### src/pkg/alu_pkg.sv
// What this block does
// [RQ1] AND, OR, XOR, bit clear set N and Z, keep C and V
// [RQ2] Immediate shifts: right shifts 1 to 32, left shift 0 to 31
// [RQ3] Register shift amount comes from the low byte only
// [RQ4] Rotate right wraps bits leaving the bottom back into the top
// [RQ5] Shifts set N and Z; C takes last bit out, kept when length is 0
// [RQ6] Caller uses low registers; register shifts write back to the shifted source
// [RQ7] Compare subtracts second operand from first, flags only, no write
// [RQ8] Compare negative adds both operands, flags only, no write
// [RQ9] Both compares update N, Z, C and V
// [RQ10] Caller keeps compare immediate 0 to 255 and legal register numbers
// [RQ11] Move copies source; flag form sets N and Z, keeps C and V
// [RQ12] Move not writes the inverted source
// [RQ13] Move immediate writes an 8-bit unsigned constant
// [RQ14] Move to PC clears bit 0, branches, leaves execution state alone
// [RQ15] Multiply writes the low 32 product bits, sign independent
// [RQ16] Multiply sets N and Z, keeps C and V
// [RQ17] Caller uses low registers and destination equal to second source
// [RQ18] Word reverse swaps all four bytes; halves reverse swaps bytes per halfword
// [RQ19] Signed half reverse swaps low bytes and sign extends; no flag change
// [RQ20] Byte extends take bits 7..0, signed replicates bit 7, unsigned zero fills
// [RQ21] Halfword extends take bits 15..0 with sign or zero fill; no flag change
// [RQ22] Bit test And_set_flags, sets flags like flag-setting AND, writes nothing
// [RQ23] Bit clear And_set_flags first operand with inverted second and writes it
// [RQ24] Register shifts of 32 or more give zero, or sign fill for arithmetic
// [RQ25] Every operation finishes in one cycle, result and flags on one edge
`default_nettype none
package alu_pkg;
  localparam int unsigned DATA_W = 32;
  localparam logic [3:0] PC_IDX = 4'hF;
  // Register map, byte addresses
  localparam logic [7:0] FLAGS_OFS = 8'h00;
  localparam logic [7:0] RESULT_OFS = 8'h04;
  localparam logic [7:0] COUNT_OFS = 8'h08;
  // Flag field positions in the flags register
  localparam int unsigned FLAG_N_POS = 31;
  localparam int unsigned FLAG_Z_POS = 30;
  localparam int unsigned FLAG_C_POS = 29;
  localparam int unsigned FLAG_V_POS = 28;
  localparam int unsigned FLAG_SEL_LANE = 3;
  // Reset values
  localparam logic FLAG_RST = 1'b0;
  localparam logic [31:0] WORD_RST = 32'h0000_0000;
  localparam logic [3:0] IDX_RST = 4'h0;

  typedef enum logic [4:0] {
    and_set_flags = 5'h00,
    or_set_flags = 5'h01,
    xor_set_flags = 5'h02,
    bit_clear_set_flags = 5'h03,
    logic_shift_left = 5'h04,
    logic_shift_right = 5'h05,
    arith_shift_right = 5'h06,
    rotate_right_op = 5'h07,
    compare_op = 5'h08,
    compare_negative_op = 5'h09,
    move_plain_op = 5'h0A,
    move_set_flags = 5'h0B,
    move_imm_op = 5'h0C,
    move_not_op = 5'h0D,
    multiply_op = 5'h0E,
    byte_reverse_word = 5'h0F,
    byte_reverse_halves = 5'h10,
    byte_reverse_signed_half = 5'h11,
    sign_extend_byte = 5'h12,
    sign_extend_half = 5'h13,
    zero_extend_byte = 5'h14,
    zero_extend_half = 5'h15,
    bit_test_op = 5'h16
  } op_t;

  typedef enum logic [1:0] {
    sk_lsl = 2'h0,
    sk_lsr = 2'h1,
    sk_asr = 2'h2,
    sk_ror = 2'h3
  } shift_kind_t;
endpackage
`default_nettype wire

### src/core/thumb_alu_shift_move_extend.sv
// The Wishbone interface to the registers and the address map were left to the implementer.
`default_nettype none
module thumb_alu_shift_move_extend
  import alu_pkg::*;
(
  input wire logic clk_i,                // 40 MHz core clock
  input wire logic rst_i,                // Synchronous reset, active high
  input wire logic op_valid_i,           // One-cycle operation request
  input wire op_t op_i,                  // Operation code
  input wire logic [31:0] first_src_i,   // First source, or value to shift or move
  input wire logic [31:0] second_src_i,  // Second source, or shift amount register
  input wire logic [7:0] imm_i,          // Immediate constant or shift length
  input wire logic imm_form_i,           // Use immediate instead of second source for compare and for shifts other than rotate
  input wire logic [3:0] dest_idx_i,     // Destination register number
  input wire logic wb_cyc_i,             // Wishbone cycle
  input wire logic wb_stb_i,             // Wishbone strobe
  input wire logic wb_we_i,              // Wishbone write enable
  input wire logic [7:0] wb_adr_i,       // Wishbone byte address
  input wire logic [3:0] wb_sel_i,       // Wishbone byte selects
  input wire logic [31:0] wb_dat_i,      // Wishbone write data
  output logic [31:0] wb_dat_o,          // Wishbone read data
  output logic wb_ack_o,                 // Wishbone acknowledge
  output logic [31:0] result_o,          // Result for the register file
  output logic wr_en_o,                  // Register file write pulse
  output logic [3:0] wr_idx_o,           // Register to write
  output logic done_o,                   // Operation finished pulse
  output logic branch_o,                 // Branch pulse from move to PC
  output logic [31:0] branch_addr_o,     // Branch target, bit 0 clear
  output logic flag_n_o,                 // Negative flag
  output logic flag_z_o,                 // Zero flag
  output logic flag_c_o,                 // Carry flag
  output logic flag_v_o                  // Overflow flag
);
  typedef struct packed {
    logic [31:0] result;
    logic wr_en;
    logic [3:0] wr_idx;
    logic done;
    logic branch;
    logic [31:0] branch_addr;
    logic fn;
    logic fz;
    logic fc;
    logic fv;
    logic [31:0] op_count;
    logic ack;
    logic [31:0] rdata;
  } state_t;

  state_t st_r;
  state_t st_nxt;

  // Add with carry in, carry out in the top bit
  function automatic logic [32:0] add_carry(input logic [31:0] x, input logic [31:0] y, input logic cin);
    add_carry = {1'b0, x} + {1'b0, y} + {32'h0000_0000, cin};
  endfunction

  // Signed overflow of an addition
  function automatic logic add_ovf(input logic [31:0] x, input logic [31:0] y, input logic [31:0] r);
    add_ovf = (x[31] == y[31]) && (r[31] != x[31]);
  endfunction

  logic [31:0] sh_res;
  logic sh_c;
  shift_kind_t sh_kind;
  logic [7:0] sh_amt;
  logic [31:0] cmp_b;
  logic [32:0] cmp_sum;
  logic [32:0] neg_sum;

  // Shift control; register form reads only the low byte
  assign sh_kind = (op_i == rotate_right_op) ? sk_ror :
                   (op_i == arith_shift_right) ? sk_asr :
                   (op_i == logic_shift_right) ? sk_lsr : sk_lsl;
  assign sh_amt = (imm_form_i && op_i != rotate_right_op) ? imm_i : second_src_i[7:0]; // RQ2 RQ3

  // Compare arithmetic for compare and compare negative
  assign cmp_b = imm_form_i ? {24'h00_0000, imm_i} : second_src_i;
  assign cmp_sum = add_carry(first_src_i, ~cmp_b, 1'b1); // RQ7
  assign neg_sum = add_carry(first_src_i, second_src_i, 1'b0); // RQ8

  shift_unit u_shift (
    .value_i(first_src_i),
    .amount_i(sh_amt),
    .kind_i(sh_kind),
    .carry_i(st_r.fc),
    .result_o(sh_res),
    .carry_o(sh_c)
  );

  // Next state: bus slave first, then the operation, which wins on the flags
  always_comb begin
    logic [31:0] res;
    logic wr;
    logic set_nz;
    res = WORD_RST;
    wr = 1'b0;
    set_nz = 1'b0;
    st_nxt = st_r;
    st_nxt.ack = 1'b0;
    st_nxt.done = 1'b0;
    st_nxt.wr_en = 1'b0;
    st_nxt.branch = 1'b0;
    if (wb_cyc_i && wb_stb_i && !st_r.ack) begin
      st_nxt.ack = 1'b1;
      unique case (wb_adr_i)
        FLAGS_OFS: st_nxt.rdata = {st_r.fn, st_r.fz, st_r.fc, st_r.fv, 28'h000_0000};
        RESULT_OFS: st_nxt.rdata = st_r.result;
        COUNT_OFS: st_nxt.rdata = st_r.op_count;
        default: st_nxt.rdata = WORD_RST;
      endcase
      if (wb_we_i && wb_adr_i == FLAGS_OFS && wb_sel_i[FLAG_SEL_LANE]) begin
        st_nxt.fn = wb_dat_i[FLAG_N_POS];
        st_nxt.fz = wb_dat_i[FLAG_Z_POS];
        st_nxt.fc = wb_dat_i[FLAG_C_POS];
        st_nxt.fv = wb_dat_i[FLAG_V_POS];
      end
    end
    if (op_valid_i) begin
      // Software flag writes in the same cycle are overridden
      st_nxt.fn = st_r.fn;
      st_nxt.fz = st_r.fz;
      st_nxt.fc = st_r.fc;
      st_nxt.fv = st_r.fv;
      unique case (op_i)
        and_set_flags: begin
          res = first_src_i & second_src_i; // RQ1
          wr = 1'b1;
          set_nz = 1'b1;
        end
        or_set_flags: begin
          res = first_src_i | second_src_i; // RQ1
          wr = 1'b1;
          set_nz = 1'b1;
        end
        xor_set_flags: begin
          res = first_src_i ^ second_src_i; // RQ1
          wr = 1'b1;
          set_nz = 1'b1;
        end
        bit_clear_set_flags: begin
          res = first_src_i & ~second_src_i; // RQ23
          wr = 1'b1;
          set_nz = 1'b1;
        end
        logic_shift_left, logic_shift_right, arith_shift_right, rotate_right_op: begin
          res = sh_res; // RQ4
          wr = 1'b1;
          set_nz = 1'b1; // RQ5
          st_nxt.fc = sh_c; // RQ5
        end
        compare_op: begin
          res = cmp_sum[31:0];
          set_nz = 1'b1; // RQ9
          st_nxt.fc = cmp_sum[32]; // RQ9
          st_nxt.fv = add_ovf(first_src_i, ~cmp_b, cmp_sum[31:0]); // RQ9
        end
        compare_negative_op: begin
          res = neg_sum[31:0];
          set_nz = 1'b1; // RQ9
          st_nxt.fc = neg_sum[32]; // RQ9
          st_nxt.fv = add_ovf(first_src_i, second_src_i, neg_sum[31:0]); // RQ9
        end
        move_plain_op: begin
          res = first_src_i; // RQ11
          wr = (dest_idx_i != PC_IDX);
          if (dest_idx_i == PC_IDX) begin
            st_nxt.branch = 1'b1; // RQ14
            st_nxt.branch_addr = {first_src_i[31:1], 1'b0}; // RQ14
          end
        end
        move_set_flags: begin
          res = first_src_i; // RQ11
          wr = 1'b1;
          set_nz = 1'b1; // RQ11
        end
        move_imm_op: begin
          res = {24'h00_0000, imm_i}; // RQ13
          wr = 1'b1;
          set_nz = 1'b1;
        end
        move_not_op: begin
          res = ~first_src_i; // RQ12
          wr = 1'b1;
          set_nz = 1'b1;
        end
        multiply_op: begin
          res = first_src_i * second_src_i; // RQ15
          wr = 1'b1;
          set_nz = 1'b1; // RQ16
        end
        byte_reverse_word: begin
          res = {first_src_i[7:0], first_src_i[15:8], first_src_i[23:16], first_src_i[31:24]}; // RQ18
          wr = 1'b1;
        end
        byte_reverse_halves: begin
          res = {first_src_i[23:16], first_src_i[31:24], first_src_i[7:0], first_src_i[15:8]}; // RQ18
          wr = 1'b1;
        end
        byte_reverse_signed_half: begin
          res = {{16{first_src_i[7]}}, first_src_i[7:0], first_src_i[15:8]}; // RQ19
          wr = 1'b1;
        end
        sign_extend_byte: begin
          res = {{24{first_src_i[7]}}, first_src_i[7:0]}; // RQ20
          wr = 1'b1;
        end
        sign_extend_half: begin
          res = {{16{first_src_i[15]}}, first_src_i[15:0]}; // RQ21
          wr = 1'b1;
        end
        zero_extend_byte: begin
          res = {24'h00_0000, first_src_i[7:0]}; // RQ20
          wr = 1'b1;
        end
        zero_extend_half: begin
          res = {16'h0000, first_src_i[15:0]}; // RQ21
          wr = 1'b1;
        end
        bit_test_op: begin
          res = first_src_i & second_src_i; // RQ22
          set_nz = 1'b1; // RQ22
        end
        default: begin
          res = WORD_RST;
        end
      endcase
      if (set_nz) begin
        st_nxt.fn = res[31];
        st_nxt.fz = (res == WORD_RST);
      end
      // Result, write and flags all land on the same edge
      st_nxt.done = 1'b1; // RQ25
      st_nxt.wr_en = wr; // RQ7 RQ8
      st_nxt.wr_idx = dest_idx_i; // RQ6 RQ17
      if (wr) begin
        st_nxt.result = res;
      end
      st_nxt.op_count = st_r.op_count + 32'h0000_0001;
    end
  end

  // State register
  always_ff @(posedge clk_i) begin
    if (rst_i) begin
      st_r <= '{result: WORD_RST, wr_en: 1'b0, wr_idx: IDX_RST, done: 1'b0, branch: 1'b0,
                branch_addr: WORD_RST, fn: FLAG_RST, fz: FLAG_RST, fc: FLAG_RST, fv: FLAG_RST,
                op_count: WORD_RST, ack: 1'b0, rdata: WORD_RST};
    end else begin
      st_r <= st_nxt;
    end
  end

  // Outputs straight from the state register
  assign wb_dat_o = st_r.rdata;
  assign wb_ack_o = st_r.ack;
  assign result_o = st_r.result;
  assign wr_en_o = st_r.wr_en;
  assign wr_idx_o = st_r.wr_idx;
  assign done_o = st_r.done;
  assign branch_o = st_r.branch;
  assign branch_addr_o = st_r.branch_addr;
  assign flag_n_o = st_r.fn;
  assign flag_z_o = st_r.fz;
  assign flag_c_o = st_r.fc;
  assign flag_v_o = st_r.fv;

  // Operand copies one cycle back for the checks below
  logic [31:0] h_a;
  logic [31:0] h_b;
  logic [7:0] h_imm;
  always_ff @(posedge clk_i) begin
    h_a <= first_src_i;
    h_b <= second_src_i;
    h_imm <= imm_i;
  end
endmodule
`default_nettype wire

### src/core/shift_unit.sv
`default_nettype none
module shift_unit
  import alu_pkg::*;
(
  input wire logic [31:0] value_i,     // Value to shift
  input wire logic [7:0] amount_i,     // Shift length, 0 to 255
  input wire shift_kind_t kind_i,      // Shift or rotate kind
  input wire logic carry_i,            // Current carry flag
  output logic [31:0] result_o,        // Shifted value
  output logic carry_o                 // Carry after the shift
);
  logic [32:0] left_t;
  logic [32:0] right_t;
  logic signed [32:0] arith_t;
  logic [63:0] rot_t;

  // Extra bit beside the word catches the last bit shifted out
  always_comb begin
    left_t = {1'b0, value_i} << amount_i;
    right_t = {value_i, 1'b0} >> amount_i;
    arith_t = $signed({value_i, 1'b0}) >>> amount_i;
    rot_t = {value_i, value_i} >> amount_i[4:0];
    result_o = value_i;
    carry_o = carry_i;
    if (amount_i != 8'h00) begin // RQ5
      unique case (kind_i)
        sk_lsl: begin
          result_o = left_t[31:0]; // RQ24
          carry_o = left_t[32]; // RQ5
        end
        sk_lsr: begin
          result_o = right_t[32:1]; // RQ24
          carry_o = right_t[0]; // RQ5
        end
        sk_asr: begin
          result_o = arith_t[32:1]; // RQ24
          carry_o = arith_t[0]; // RQ5
        end
        sk_ror: begin
          result_o = rot_t[31:0]; // RQ4
          carry_o = rot_t[31]; // RQ5
        end
      endcase
    end
  end
endmodule
`default_nettype wire

### config.mk
export PLATFORM = sky130hd
export DESIGN_NAME = thumb_alu_shift_move_extend
export DESIGN_NICKNAME = d
export VERILOG_FILES = /design/src/pkg/alu_pkg.sv /design/src/core/thumb_alu_shift_move_extend.sv /design/src/core/shift_unit.sv
export SDC_FILE = /design/constraint.sdc
export NUM_CORES = 2
export LEC_CHECK = 0
export CORE_MARGIN = 1
export CORE_UTILIZATION = 29
export DETAILED_ROUTE_END_ITERATION = 12
export DONT_BUFFER_PORTS = 1
export PLACE_DENSITY = 0.41
export SLEW_MARGIN = 25
export SYNTH_ARGS = -nofsm -noshare
export SYNTH_HDL_FRONTEND = slang
export SYNTH_SLANG_ARGS = --single-unit
### constraint.sdc
create_clock -name clk_i -period 9.6 [get_ports clk_i]
set_input_delay 1.44 -clock clk_i [delete_from_list [all_inputs] [get_ports clk_i]]
set_output_delay 1.44 -clock clk_i [all_outputs]
set_load 0.1 [all_outputs]
==> summary.txt <==
Run status
  – Result of the run: finished, final reports clean

STA
  – Minimum period implied by the final worst setup slack: 9.196 ns
  – Share of the cycle needed by the critical path after routing: 95.80%
  – Maximum clock rate: roughly 0.11 GHz
  – Max-Slew Margin vs Limit: 25.37%
  – Total setup violations reported at the end of the flow: 0
  – RSZ-0062 raised after global routing: false
  – Setup TNS: 0 ns
  – Hold Violations, Final: 0
  – Least-Margin Pin Slew: 1.091 ns
  – Minimum setup slack in the final design: 0.4036 ns
  – Clock Skew: 0.008474 ns
  – Number of slew-limit violations in the final report: 0

Logic synthesis
  – Number of standard cells after synthesis: 4574
  – Fraction of the yosys area taken by sequential cells: approximately 8.2%
  – Number of nets in the synthesized netlist: between 5000 and 6000
  – Number of warning messages in the yosys log: 0
  – Cell Area, Synth: 0.03390 mm2
  – Most used flip-flop cell after synthesis: sky130_fd_sc_hd__dfxtp_1
  – Number of different library cells in the post-synthesis netlist: 98
  – Synth async-reset ratio: 0%
  – Mean post-synth cell area: roughly 7.4 um2
  – Register bit count reported by yosys: 139
  – Number of flops mapped to enable cells by yosys: 0

Clock network
  – Clk Latency, worst-skew pair: 0.43 ns
  – Number of buffers added for setup after CTS: 0
  – CTS tree: built
  – Hold Buf Count CTS: 0
  – Number of clock sinks seen by CTS: about 140
  – Deepest level of the CTS H-tree: 4
  – Cell at the root of the clock tree: sky130_fd_sc_hd__clkbuf_16
  – Maximum root-to-sink buffer count: 2
  – Clock slew seen by the registers of the worst setup and hold paths: about 0.060 ns
  – Number of buffers created by CTS: 17

GRT
  – Overall fraction of global-route tracks in use: around a third
  – Global-route congestion overflow total: 0
  – Wire length of the first global-routing pass: roughly 270000 um
  – Number of antenna violations at the first check in global routing: 10
  – Largest net degree at the start of global routing: 141
  – Via count of the first global-routing pass: 34420

Worst setup path
  – Critical path origin: second_src_i[7]
  – Worst flop-to-flop path endpoint: flag_z_o$_SDFFE_PP0P_
  – Termination of the worst setup path: flag_n_o$_SDFFE_PP0P_
  – Data arrival time of the critical path: 9.51 ns
  – Worst-case register-to-register setup slack: 6.06 ns
  – Slowest Stage Delay on Critical Path: 0.61 ns
  – Startpoint-to-endpoint class of the critical path: input pin to flop
  – Reg2reg path depth: 14
  – Startpoint Class: input pin
  – Most used cell along the critical path: sky130_fd_sc_hd__fa_1
  – Startpoint of the worst register-to-register path: wb_ack_o$_SDFF_PP0_
  – Total stage count of the critical path: 28
  – Library cell contributing the largest single delay on the critical path: sky130_fd_sc_hd__fa_1
  – Data required, critical path: 9.92 ns
  – Buffers plus inverters on the worst setup path: 3
  – Largest fanout of any net on the critical path: 14
  – Kind of capture point of the worst setup path: flop
  – Largest delay contributor family on the critical path: adder cells

Power
  – Reported leakage power: 15.57 nW
  – Sw frac: a little under three fifths
  – Clock Power Share: 3.8%
  – Worst vdd ir: 1.049 mV
  – Combinational group share of total power: 92.1%
  – Overall power consumption: between 15 and 20 mW
  – Net switching power of the design: 10.28 mW
  – Internal portion of total power: 7.636 mW
  – Power density over the cells: between 400 and 500 mW/mm2
  – Fraction of power consumed by sequential logic: ~4.1%

Layout
  – Commonest non-fill, non-tap cells in the layout: sky130_fd_sc_hd__nor2_1, sky130_fd_sc_hd__nand2_1, sky130_fd_sc_hd__inv_1
  – Most frequent standard cell in the layout excluding fill and tap cells: sky130_fd_sc_hd__nor2_1
  – Layout fillers: approximately 13000
  – Layout overhead on the synthesized area: 6.891%
  – NumNets Final: slightly above 5000
  – Fraction of final layout cells with drive strength greater than 1: 7.663%
  – Number of standard cells in the layout, taps in and fillers out: 5941

Drt
  – Vias per Instance: 5.919
  – Final routed DRC violation total: 0
  – Number of nets with antenna violations after detailed routing: 0
  – Number of vias in the routed layout: 35160
  – Pre-antenna DRT Iters: 8
  – Detailed Route Iter0 Violations: 4162
  – Routed WL per cell: 32.08 um
  – Total Routed Length: roughly 190000 um

Die
  – Vertical die dimension: 343.9 um
  – Die area: 0.1183 mm2
  – Number of cell rows: about 130
  – Starting density of the core: a little under 30%
  – I/O pin count: 240
  – Core Region: 0.1160 mm2
  – Die X-Extent: 343.9 um

Worst hold path
  – Worst hold path class: flop to flop

Placement
  – Post-DP HPWL: roughly 150000 um
  – Routability congestion estimate: 1.036
  – DP Cell Count: 5903
  – Port-buffer cells: 0
  – Minimum setup slack after placement: -0.09213 ns

Flow run
  – Max Cap Viol: 0
## final cells by class
type | instances | area (um2) | share of cell area, %
diodes | 6 | 15.01 | 0.04144
clock buffers | 18 | 439.2 | 1.212
clock inverters | 13 | 167.7 | 0.4627
inverters | 456 | 1715 | 4.734
multi-input cells | 3575 | 27560 | 76.05
flip-flops and latches | 139 | 2789 | 7.697
well taps | 1524 | 1907 | 5.262
repair buffers | 210 | 1647 | 4.544
## logic make-up (layout without fill, tap and decap cells)
logic type | count (synthesis) | count (layout) | share of synthesized area (%)
multiplexers | 90 | 90 | 2.875
XOR/XNOR | 145 | 145 | 3.746
buffers and inverters | 860 | 697 | 10.91
AND/OR/NAND/NOR | 1596 | 1596 | 20.11
adder cells (fa/ha/maj) | 630 | 630 | 32.33
AO/OA/AOI/OAI | 1113 | 1113 | 21.81
flip-flops | 139 | 139 | 8.209
other | 1 | 7 | 0.01106
## sequential cells by signal, indices dropped and copies added (netlist names)
name           count
wb_dat_o          32
done_o             1
flag_n_o           1
branch_addr_o     31
st_r              32
wr_en_o            1
wr_idx_o           4
result_o          32
flag_z_o           1
branch_o           1
wb_ack_o           1
flag_v_o           1
flag_c_o           1
## power by group through the flow
| stage | Combinational [mW] | Sequential (mW) | Clock (mW) |
|---|---|---|---|
| global placement | 16.4 | 0.747 | 0 |
| CTS | 16.5 | 0.735 | 0.712 |
| finish | 16.5 | 0.733 | 0.688 |
| detailed placement | 16.3 | 0.747 | 0 |
| floorplan | 10.3 | 0.643 | 0 |
| global route | 17.9 | 0.735 | 0.740 |
## timing repair
action / CTS / global route
endpoints found under the setup margin: 0 / 1
gates resized for setup: 0 / 2
hold endpoints to repair: 0 / 0
## synth_stat cells (all sizes together), types with 70 or more instances
library cell / instances / share of area (%)
ha: 220 / 8.1
fa: 410 / 24
buf: 185 / 3.4
o22ai: 82 / 1.6
nand3: 89 / 1.3
mux2i: 77 / 2.3
o21ai: 222 / 3.3
a22oi: 73 / 1.6
dfxtp: 139 / 8.2
a21oi: 282 / 4.2
clkbuf: 219 / 2.4
inv: 445 / 4.9
nor2: 677 / 7.6
nand2: 572 / 6.4
a211oi: 70 / 1.6
xnor2: 94 / 2.4
## worst min path at each step
stage | slack, ns | depth (start not counted) | endpoint | from
floorplan | 0.44 | 2 | branch_addr_o[10]$_SDFFE_PP0P_ | branch_addr_o[10]$_SDFFE_PP0P_
global placement | 0.48 | 2 | st_r[51]$_SDFFE_PP0P_ | st_r[51]$_SDFFE_PP0P_
detailed placement | 0.49 | 2 | st_r[51]$_SDFFE_PP0P_ | st_r[51]$_SDFFE_PP0P_
CTS | 0.50 | 2 | st_r[47]$_SDFFE_PP0P_ | st_r[47]$_SDFFE_PP0P_
global route | 0.53 | 2 | st_r[52]$_SDFFE_PP0P_ | st_r[52]$_SDFFE_PP0P_
finish | 0.50 | 2 | st_r[56]$_SDFFE_PP0P_ | st_r[56]$_SDFFE_PP0P_
## layer usage
layer | routed length, um | up-vias | global-route usage (%)
met3 | 16540 | 405 | 5.644
met1 | 82430 | 17780 | 43.91
met5 | 21 | - | 0
met4 | 9969 | 4 | 14.12
li1 | - | 15090 | -
met2 | 81620 | 1882 | 48.09
## worst min-delay path, stage by stage (launching register included)
cell and delay [ns]:
sky130_fd_sc_hd__dfxtp_1 0.33, sky130_fd_sc_hd__o21ai_0 0.07, sky130_fd_sc_hd__a21oi_1 0.06
## per-stage QoR
step | instance area [um2] | util [%] | hold WS (ns)
2_1_floorplan | 33900 | - | 0.4367
3_3_place_gp | 35570 | 30.65 | 0.4756
3_5_place_dp | 35590 | 30.67 | 0.4893
4_1_cts | 36200 | 31.19 | 0.4984
5_1_grt | 36220 | 31.21 | 0.5253
6_report | 36230 | 31.22 | 0.5001
(Power assumes the default switching activity.)
